File: src/common/vdf_pkg.sv
// Purpose: Constants for the video display file fetch block
// Assumes: 16-bit RAM address space, 8-bit data
// Notes:   Offsets and fields for the design; the bench uses its own literals
package vdf_pkg;

  // Display file layout
  localparam logic [15:0] VDF_PRIMARY_BASE = 16'h4000;
  localparam logic [15:0] VDF_SECOND_BASE  = 16'h6000;
  localparam logic [15:0] VDF_FILE_SIZE    = 16'h1800;
  localparam logic [15:0] VDF_ATTR_BASE    = 16'h5800;
  localparam logic [15:0] VDF_ATTR_COUNT   = 16'h0300;
  localparam logic [15:0] VDF_BLOCK_STEP   = 16'h0800;
  localparam logic [15:0] VDF_LINE_STEP    = 16'h0020;
  localparam logic [15:0] VDF_ROW_STEP     = 16'h0100;
  localparam int          VDF_FILE_SEL_BIT = 13;
  localparam logic [7:0]  VDF_ATTR_HI      = 8'h58;
  localparam int          VDF_LINES_PER_BLK = 8;
  localparam int          VDF_ROWS_PER_CELL = 8;

  // Mode port
  localparam logic [7:0]  VDF_MODE_PORT    = 8'hff;
  localparam logic [7:0]  VDF_MODE_RESET   = 8'h00;
  localparam logic [5:0]  VDF_MODE_DUAL    = 6'h01;
  localparam logic [5:0]  VDF_MODE_HICOLOR = 6'h02;
  localparam logic [2:0]  VDF_MODE_COL64   = 3'h6;
  localparam int          VDF_MODE_LSB     = 0;
  localparam int          VDF_INK_LSB      = 3;

  // Screen geometry
  localparam logic [4:0]  VDF_LAST_LINE    = 5'h17;
  localparam logic [5:0]  VDF_LAST_COL64   = 6'h3f;
  localparam logic [4:0]  VDF_LAST_COL32   = 5'h1f;
  localparam logic [2:0]  VDF_LAST_ROW     = 3'h7;

  typedef enum logic [1:0] {
    VDF_NORMAL,
    VDF_DUAL,
    VDF_HICOLOR,
    VDF_COL64
  } vdf_mode_t;

endpackage

File: src/rtl/vdf_fetch.sv
// Purpose: Walks the screen and fetches pixel and colour bytes from RAM
// Assumes: RAM answers a read in the cycle after o_mem_rd, with i_mem_data
// Notes:   Output words pass a two-entry buffer; the sink may stall
//          A mode write takes effect for the next read issued, so the cell
//          in flight when the mode changes may show parts of both modes
//
// Function
// - Fetch from primary file at 4000H and second file at 6000H, 1800H each.
// - Mode is low six bits of byte written to I/O video_mode_control.
// - Pixel area is three blocks of eight character lines each.
// - Matching locations in both files differ only in address bit 13.
// - Eight pixel bytes per cell, rows 100H apart.
// - Normal mode colour from 768 attribute bytes at 5800H, row-major.
// - Line start is base plus block times 800H plus line times 20H.
// - Attribute high byte is 58H OR block bits; low byte as pixel.
// - 64-column mode: odd columns from second file, offset column/2.
// - 64-column mode colour comes from mode setting, not RAM.
// - Mode value 1 displays the second file.
// - Dual screen: second file uses same layout as primary.
// - Writing zero to port 255 returns to normal primary screen.
// - Mode value 2 selects per-byte colour from second file.
// - High-colour attribute address is pixel address with bit 13 set.
// - Mode bits 0-2 equal 6 select 64 columns; bits 3-5 pick colours.
// - 64-column mode forces bright and flash off; border follows paper.
`timescale 1ns/1ps

module vdf_fetch
  import vdf_pkg::*;
(
  input  wire logic        i_clk,
  input  wire logic        i_sys_rst,
  // Host I/O write strobe
  input  wire logic        i_io_wr,
  input  wire logic [7:0]  i_io_addr,
  input  wire logic [7:0]  i_io_data,
  // Display RAM read port
  output logic             o_mem_rd,
  output logic [15:0]      o_mem_addr,
  input  wire logic [7:0]  i_mem_data,
  // Fetched cell stream
  output logic             o_pix_valid,
  input  wire logic        i_pix_ready,
  output logic [7:0]       o_pix_data,
  output logic [7:0]       o_pix_attr,
  output logic             o_pix_frame_start,
  // Mode and border status
  output logic [5:0]       o_mode,
  output logic [2:0]       o_border,
  output logic             o_border_force
);

  // Fetch sequence for one cell row, five cycles in colour modes:
  //   PIX   issue pixel read (only when the output buffer has room)
  //   PIXW  RAM works on the pixel read
  //   ATTR  take pixel byte; issue colour read, or push in 64 columns
  //   ATTRW RAM works on the colour read
  //   ATTRD take colour byte and push the finished word
  // RAM data stands for one cycle only, so each byte is taken exactly
  // two edges after its read strobe and never a cycle earlier.
  typedef enum logic [2:0] {
    VDF_S_PIX,
    VDF_S_PIXW,
    VDF_S_ATTR,
    VDF_S_ATTRW,
    VDF_S_ATTRD
  } vdf_state_t;

  // Whole state of the block in one word
  typedef struct packed {
    logic [7:0]  mode;
    vdf_state_t  st;
    logic [4:0]  line;
    logic [2:0]  row;
    logic [5:0]  col;
    logic [7:0]  pix;
    logic        mem_rd;
    logic [15:0] mem_addr;
    logic [1:0]  cnt;
    logic [1:0]  wp;
    logic [1:0]  rp;
    logic [7:0]  b_pix0;
    logic [7:0]  b_pix1;
    logic [7:0]  b_attr0;
    logic [7:0]  b_attr1;
    logic        b_sof0;
    logic        b_sof1;
    logic        out_v;
    logic [7:0]  out_pix;
    logic [7:0]  out_attr;
    logic        out_sof;
    logic [2:0]  border;
    logic        border_force;
  } vdf_regs_t;

  vdf_regs_t s_r;
  vdf_regs_t s_nxt;

  ////////////////////////////////////////////////////////////////////////////
  // Address helpers
  // Both files share one layout; bit 13 alone picks the file

  // Mode decode from low six bits
  // 64-column test looks at bits 0-2 only; bits 3-5 then carry the ink
  function automatic vdf_mode_t mode_of(input logic [7:0] m);
    if (m[2:0] == VDF_MODE_COL64) begin
      mode_of = VDF_COL64;
    end else if (m[5:0] == VDF_MODE_DUAL) begin
      mode_of = VDF_DUAL;
    end else if (m[5:0] == VDF_MODE_HICOLOR) begin
      mode_of = VDF_HICOLOR;
    end else begin
      mode_of = VDF_NORMAL;
    end
  endfunction

  // Pixel address of a cell row within a file
  function automatic logic [15:0] pix_addr(input logic       second,
                                           input logic [4:0] line,
                                           input logic [2:0] row,
                                           input logic [4:0] col);
    logic [15:0] a;
    a = VDF_PRIMARY_BASE
        + 16'(line[4:3]) * VDF_BLOCK_STEP
        + 16'(line[2:0]) * VDF_LINE_STEP
        + 16'(row) * VDF_ROW_STEP
        + 16'(col);
    a[VDF_FILE_SEL_BIT] = second;
    pix_addr = a;
  endfunction

  // Attribute address for a cell in normal layout
  // Dual screen keeps the same colour layout inside the second file
  function automatic logic [15:0] attr_addr(input logic [15:0] p, input logic second);
    logic [15:0] a;
    a = {VDF_ATTR_HI | {6'h00, p[12:11]}, p[7:0]};
    a[VDF_FILE_SEL_BIT] = second;
    attr_addr = a;
  endfunction

  // Fixed colour pair in 64-column mode
  function automatic logic [7:0] col64_attr(input logic [2:0] ink);
    col64_attr = {2'b00, ~ink, ink};
  endfunction

  ////////////////////////////////////////////////////////////////////////////
  // Next-state logic

  always_comb begin
    vdf_mode_t   md;
    logic        second;
    logic [4:0]  fcol;
    logic [15:0] pa;
    logic        push;
    logic        pop;
    logic        last_col;
    logic        sof;
    md       = mode_of(s_r.mode);
    second   = 1'b0;
    fcol     = s_r.col[4:0];
    pa       = 16'h0000;
    push     = 1'b0;
    pop      = 1'b0;
    last_col = 1'b0;
    sof      = 1'b0;
    s_nxt    = s_r;

    // Mode port write; zero restores normal primary screen
    if (i_io_wr && i_io_addr == VDF_MODE_PORT) begin
      s_nxt.mode = i_io_data;
    end

    // Border follows the paper colour; registered with the mode itself
    s_nxt.border       = ~s_nxt.mode[5:3];
    s_nxt.border_force = (s_nxt.mode[2:0] == VDF_MODE_COL64);

    // File and column selection per mode
    // 64 columns alternate files; dual screen shows the second file whole
    if (md == VDF_COL64) begin
      second = s_r.col[0];
      fcol   = s_r.col[5:1];
    end else if (md == VDF_DUAL) begin
      second = 1'b1;
    end
    // Cell row address, then end-of-line and frame-start tests
    pa       = pix_addr(second, s_r.line, s_r.row, fcol);
    last_col = (md == VDF_COL64) ? (s_r.col == VDF_LAST_COL64)
                                 : (s_r.col[4:0] == VDF_LAST_COL32);
    sof      = (s_r.line == 5'h00) && (s_r.row == 3'h0) && (s_r.col == 6'h00);

    // Read strobe is a one-cycle pulse; the address stands until the next
    s_nxt.mem_rd = 1'b0;
    case (s_r.st)
      VDF_S_PIX: begin
        // Wait for buffer room before fetching a cell
        if (s_r.cnt != 2'd2) begin
          s_nxt.mem_rd   = 1'b1;
          s_nxt.mem_addr = pa;
          s_nxt.st       = VDF_S_PIXW;
        end
      end
      VDF_S_PIXW: begin
        s_nxt.st = VDF_S_ATTR;
      end
      VDF_S_ATTR: begin
        s_nxt.pix = i_mem_data;
        if (md == VDF_COL64) begin
          push = 1'b1;
        end else begin
          s_nxt.mem_rd = 1'b1;
          if (md == VDF_HICOLOR) begin
            s_nxt.mem_addr = pa | (16'h0001 << VDF_FILE_SEL_BIT);
          end else begin
            s_nxt.mem_addr = attr_addr(pa, second);
          end
          s_nxt.st = VDF_S_ATTRW;
        end
      end
      VDF_S_ATTRW: begin
        s_nxt.st = VDF_S_ATTRD;
      end
      VDF_S_ATTRD: begin
        // Colour byte is on the bus now; the push below retires the cell
        s_nxt.st = VDF_S_PIX;
      end
      default: begin
        s_nxt.st = VDF_S_PIX;
      end
    endcase

    // Word source follows the pushing state, not the mode, so a mode write
    // between the two reads of a cell cannot mix the byte sources: a push in
    // ATTR takes the pixel off the bus with colour from the mode, a push in
    // ATTRD takes the colour off the bus and the pixel from the register
    if (push || (s_r.st == VDF_S_ATTRD)) begin
      if (s_r.wp[0]) begin
        s_nxt.b_pix1  = push ? i_mem_data : s_r.pix;
        s_nxt.b_attr1 = push ? col64_attr(s_r.mode[5:3]) : i_mem_data;
        s_nxt.b_sof1  = sof;
      end else begin
        s_nxt.b_pix0  = push ? i_mem_data : s_r.pix;
        s_nxt.b_attr0 = push ? col64_attr(s_r.mode[5:3]) : i_mem_data;
        s_nxt.b_sof0  = sof;
      end
      s_nxt.wp = s_r.wp + 2'd1;
      s_nxt.st = VDF_S_PIX;
      // Advance scan position
      if (last_col) begin
        s_nxt.col = 6'h00;
        if (s_r.row == VDF_LAST_ROW) begin
          s_nxt.row  = 3'h0;
          s_nxt.line = (s_r.line == VDF_LAST_LINE) ? 5'h00 : s_r.line + 5'd1;
        end else begin
          s_nxt.row = s_r.row + 3'd1;
        end
      end else begin
        s_nxt.col = s_r.col + 6'd1;
      end
      push = 1'b1;
    end

    // Output register drains buffer under sink back-pressure
    // Fetch only starts a cell while an entry is free, and one cell is in
    // flight at most, so a stall of any length loses no word
    if (!s_r.out_v || i_pix_ready) begin
      s_nxt.out_v = (s_r.cnt != 2'd0);
      if (s_r.cnt != 2'd0) begin
        s_nxt.out_pix  = s_r.rp[0] ? s_r.b_pix1 : s_r.b_pix0;
        s_nxt.out_attr = s_r.rp[0] ? s_r.b_attr1 : s_r.b_attr0;
        s_nxt.out_sof  = s_r.rp[0] ? s_r.b_sof1 : s_r.b_sof0;
        s_nxt.rp       = s_r.rp + 2'd1;
        pop            = 1'b1;
      end
    end
    s_nxt.cnt = s_r.cnt + {1'b0, push} - {1'b0, pop};
  end

  ////////////////////////////////////////////////////////////////////////////
  // State register
  // Reset clears the whole word; mode, state and border are named, and only border resets non-zero

  always_ff @(posedge i_clk or posedge i_sys_rst) begin
    if (i_sys_rst) begin
      s_r      <= '0;
      s_r.mode <= VDF_MODE_RESET;
      s_r.st   <= VDF_S_PIX;
      s_r.border <= ~VDF_MODE_RESET[5:3]; // Paper of the reset mode
    end else begin
      s_r <= s_nxt;
    end
  end

  ////////////////////////////////////////////////////////////////////////////
  // Outputs straight from flip-flops

  assign o_mem_rd          = s_r.mem_rd;
  assign o_mem_addr        = s_r.mem_addr;
  assign o_pix_valid       = s_r.out_v;
  assign o_pix_data        = s_r.out_pix;
  assign o_pix_attr        = s_r.out_attr;
  assign o_pix_frame_start = s_r.out_sof;
  assign o_mode            = s_r.mode[5:0];
  assign o_border          = s_r.border;            // Paper colour
  assign o_border_force    = s_r.border_force;

endmodule

File: config.mk
export PLATFORM = sky130hd
export DESIGN_NAME = vdf_fetch
export DESIGN_NICKNAME = d
export VERILOG_FILES = /design/src/common/vdf_pkg.sv /design/src/rtl/vdf_fetch.sv
export SDC_FILE = /design/constraint.sdc
export NUM_CORES = 1
export LEC_CHECK = 0
export BUFFER_PORTS_ARGS = -buffer_cell sky130_fd_sc_hd__buf_2
export CORE_ASPECT_RATIO = 1.4
export CORE_MARGIN = 2
export CORE_UTILIZATION = 30
export CTS_CLUSTER_DIAMETER = 50
export DETAILED_ROUTE_END_ITERATION = 16
export PLACE_DENSITY = 0.49
export SETUP_SLACK_MARGIN = 0.15
export SYNTH_ARGS = -nofsm -noshare
export SYNTH_HDL_FRONTEND = slang
export SYNTH_SLANG_ARGS = --single-unit
File: constraint.sdc
create_clock -name i_clk -period 6.95 [get_ports i_clk]
set_clock_uncertainty 0.1 [all_clocks]
set_input_delay 0.3475 -clock i_clk [delete_from_list [all_inputs] [get_ports i_clk]]
set_output_delay 0.3475 -clock i_clk [all_outputs]
set_load 0.005 [all_outputs]
# After elaboration in Yosys (flattened, before gate mapping)
# Cells that the tools add are included.
op_classes:
  mux: 31
  div: 0
  n_reduce_logical: 19
  n_eq_ne: 21
  shift: 0
  n_lt_le_gt_ge: 0
  bitwise: 3
  n_mul: 0
  n_addsub: 11
op_table:
  columns: ["cell", "count"]
  rows:
  - ["two-way mux 17 bit", 3]
  - ["two-way mux 8 bit", 5]
  - ["one-hot mux 17 bit (2 select lines)", 1]
  - ["adder 15 x 13 -> 16 bit, first input constant", 1]
  - ["adder 16 x 11 -> 16 bit", 1]
  - ["adder 16 x 5 -> 16 bit", 1]
  - ["adder 16 x 8 -> 16 bit", 1]
  - ["two-way mux 16 bit", 1]
  - ["two-way mux 5 bit", 3]
  - ["equality test 3 bit, second input constant", 4]
  - ["two-way mux 6 bit", 2]
  - ["one-hot mux 3 bit (4 select lines)", 1]
  - ["equality test 5 bit, second input constant", 2]
  - ["AND reduction 2 bit", 5]
  - ["two-way mux 1 bit", 9]
  - ["two-way mux 3 bit", 3]
  - ["equality test 8 bit, second input constant", 1]
  - ["adder 6 x 1 -> 6 bit, second input constant", 1]
  - ["equality test 3 x 2 -> 1 bit, second input constant", 2]
  - ["equality test 6 x 1 -> 1 bit, second input constant", 1]
  - ["equality test 6 x 2 -> 1 bit, second input constant", 1]
  - ["equality test 6 bit, second input constant", 1]
  - ["logical NOT 3 bit", 2]
  - ["logical NOT 6 bit", 1]
  - ["other kinds (19)", 32]
totals:
  mem_bits_rw: 0
  latchBits: 0
  word_cells: 108
  register_bits: 110
  out_inout_bits: 45
  memories: 0
  rom_bits: 0
  input_bits: 28

# Logic depth before layout (Yosys ltp)
depth:
  word_depth: 11
  depth_mapped: 11

# Worst setup path after synthesis
# Ideal clock, no wire load.
synth_timing:
  path_kind: "register to register"
  start: "register s_r, in the netlist o_mode[0]"
  end: "register s_r[61] in the netlist's numbering"
  n_path_buf: 3
  required_time_ps: 6727
  arrival_ps: 1988
  path_stages_with_launch: 12
  slack_ps: 4739
  cell_sequence: "dfrtp_1 -> and3b_1 -> buf_4 -> a21o_4 -> inv_2 -> buf_4 -> buf_2 -> ha_1 -> inv_1 -> ha_1 -> xnor2_1 -> xnor2_1"
synth_rtl:
  columns: ["item", "line", "rtl"]
  rows:
  - ["start, declared", "vdf_fetch.sv:95", "vdf_regs_t s_r;"]
  - ["start signal, assigned", "vdf_fetch.sv:288", "s_r <= s_nxt;"]

==> results_dict.tcl <==
set metrics [dict create \
    status "completed" \
    cts_root_buf "clkbuf_16" \
    finalInstanceArea_um2 5610 \
    path_buf_inv 2 \
    clock_latency_ns 0.35 \
    critPathKind "reg -> reg" \
    slew_violations 0 \
    start_util_pct 30.6 \
    synth_enable_flop_cells 0 \
    grt_pass1_wl_mm 18.5 \
    layout_setup_ws_ns 3.93 \
    tightest_slew_ns 1.04 \
    path_max_fanout 32 \
    vias_per_cell 4.81 \
    totalWireLength_mm 11.3 \
    yosys_most_used_dff "dfrtp_1" \
    io_pins 73 \
    drv_cap 0 \
    synthAdderAreaFrac_pct 2.45 \
    cts_resized 0 \
    drtIter0Drc 175 \
    power.density_nw_per_um2 408 \
    syn_avg_cell_area_um2 10.4 \
    syn-cell-area_um2 5120 \
    path_delay_family "simple AND/OR/NAND/NOR gates" \
    post_cts_buffers 0 \
    cts.clk_slew.worst_paths_ns 0.07 \
    fin_cells 716 \
    critPathMaxStageDelay_ns 0.71 \
    utilization_pct 33.5 \
    drive_above_1_share_pct 22.4 \
    crit_arrival_ns 3.19 \
    die_area_um2 18100 \
    layout_common_cells "104 x dfrtp_1, 69 x buf_2, 56 x a21oi_1" \
    fill_cells 1735 \
    cp-start-kind "flip-flop" \
    hold_viol 0 \
    antenna_found_initial 0 \
    place_ws_ns 3.91 \
    ys_warn_count 0 \
    vias 3443 \
    cts_buffers 9 \
    clock_sinks 107 \
    grt.overflow.total 0 \
    post-place-cells 699 \
    synth_area_leader_cell "dfrtp_1" \
    synth-seq-cells 107 \
    cts_tree "built" \
    cts_buffer_depth 2 \
    layout_commonest_cell "dfrtp_1" \
    synth_cells 491 \
    yosys-mux-area-fraction_pct 10.1 \
    async_flop_share_pct 100 \
    setup-tns-final_ns 0 \
    drc 0 \
    place.gp.congestion 0.776 \
    fin_crit_ns 3.02 \
    gr-usage-all-layers_pct 13.3 \
    fin_total_pwr_mw 2.29 \
    p_leak_nw 2.68 \
    die_x_um 114 \
    grt_max_degree 61 \
    rsz0062_at_grt "no" \
    synth_xor_area_share_pct 0.685 \
    synth_area_leaders "dfrtp_1 51%, mux2i_1 7.2%, buf_4 6.7%, a21oi_1 5.6%, o21ai_0 3.7%" \
    antenna_left 0 \
    worstPathRequired_ns 7.12 \
    row_count 56 \
    fin_crit_sh_pct 43.5 \
    htree_num_levels 3 \
    end_kind "flip-flop" \
    yosysSeqAreaShare_pct 52.4 \
    synth-compound-area-share_pct 12.8 \
    die_y_um 159 \
    synth_top_area_share_pct 50.9 \
    synth_top_family_by_area "compound AO/OA/AOI/OAI gates" \
    slowest_stage "nor3b_2" \
    synthSimpleGateAreaFrac_pct 11.4 \
    max_slew_margin_pct 30.8 \
    r2r_slack_ns 3.93 \
    synth_fp_nets 529 \
    post_dp_cell_area_um2 5300 \
    hold_class "in -> reg" \
    path_cells "nor3b_2 -> a21o_4 -> inv_2 -> ha_1 -> inv_1 -> ha_1 -> xnor2_1 -> xnor2_1" \
    antenna_cells 0 \
    r2r_cells 8 \
    final_nets 546 \
    cts_hold_buf 1 \
    hpwl_mm 7.75 \
    hold_ws_ns 0.0572 \
    syn_to_final_growth_pct 9.64 \
    finalSetupViolCount 0 \
    drt_pass1_iterations 4 \
    port_buffers 69 \
    max_freq_mhz 331 \
    path_depth 8 \
    ir_drop_uv 141 \
    core-area_um2 16700 \
    grt_pass1_vias 3546 \
    wl_per_cell_um 15.8 \
    hold_depth 2 \
    synth.distinct_cells 52 \
]
## registers in the layout, summed over array words and instances (netlist names)
name,flops
o_pix_valid,1
o_mem_rd,1
o_pix_data,8
o_border_force,1
o_mode,6
o_pix_frame_start,1
s_r,63
o_border,3
o_mem_addr,15
o_pix_attr,8
## final timing paths
| path | start | endpoint |
|---|---|---|
| hold / removal | i_io_data[3] | o_border[0] |
| max in group asynchronous | i_sys_rst | o_pix_valid |
| setup / recovery | s_r[102] | s_r[61] |
| min in group asynchronous | i_sys_rst | o_mode[4] |
| hold reg to reg | o_mem_addr[14] | o_mem_addr[14] |
| setup reg to reg | s_r[102] | s_r[61] |
## cells in the mapped netlist (3+ instances only)
| cell | number |
|---|---|
| dfrtp_1 | 104 |
| a21oi_1 | 57 |
| buf_4 | 46 |
| nand2_1 | 43 |
| o21ai_0 | 38 |
| mux2i_1 | 37 |
| nor2_1 | 27 |
| inv_1 | 19 |
| clkbuf_1 | 13 |
| mux2_2 | 12 |
| ha_1 | 10 |
| buf_2 | 7 |
| nand3_1 | 7 |
| nor3_1 | 7 |
| a31oi_1 | 4 |
| nor2b_1 | 4 |
| a22o_1 | 3 |
| dfstp_2 | 3 |
| nand2b_1 | 3 |
| nand3b_1 | 3 |
| nand4_1 | 3 |
## power breakdown
group,internal (mW),switching [mW],total [mW]
registers,0.861,0.202,1.06
logic,0.327,0.391,0.718
clock network,0.261,0.247,0.508
## cell families after synthesis
group | Yosys count
AND/OR/NAND/NOR | 118
flip-flops | 107
AO/OA/AOI/OAI | 114
buffers and inverters | 87
XOR/XNOR | 4
multiplexers | 50
adder cells (fa/ha/maj) | 10
other | 1
## routing by layer
layer	vias to the layer above	GRT usage, %	wire length (µm)
met5	-	0	0
li1	1689	-	-
met3	16	2.66	291
met2	55	23.9	6130
met1	1683	15.5	4630
met4	0	5.40	232
## layout make-up
| class | count | area, µm² | area share (%) |
|---|---|---|---|
| repair buffers | 73 | 378 | 6.74 |
| inverters | 20 | 77.6 | 1.38 |
| clock inverters | 6 | 56.3 | 1.00 |
| multi-input cells | 297 | 1920 | 34.3 |
| clock buffers | 10 | 239 | 4.26 |
| well taps | 203 | 254 | 4.53 |
| flip-flops and latches | 107 | 2680 | 47.8 |
No activity file was read; power rests on OpenSTA's default activity.
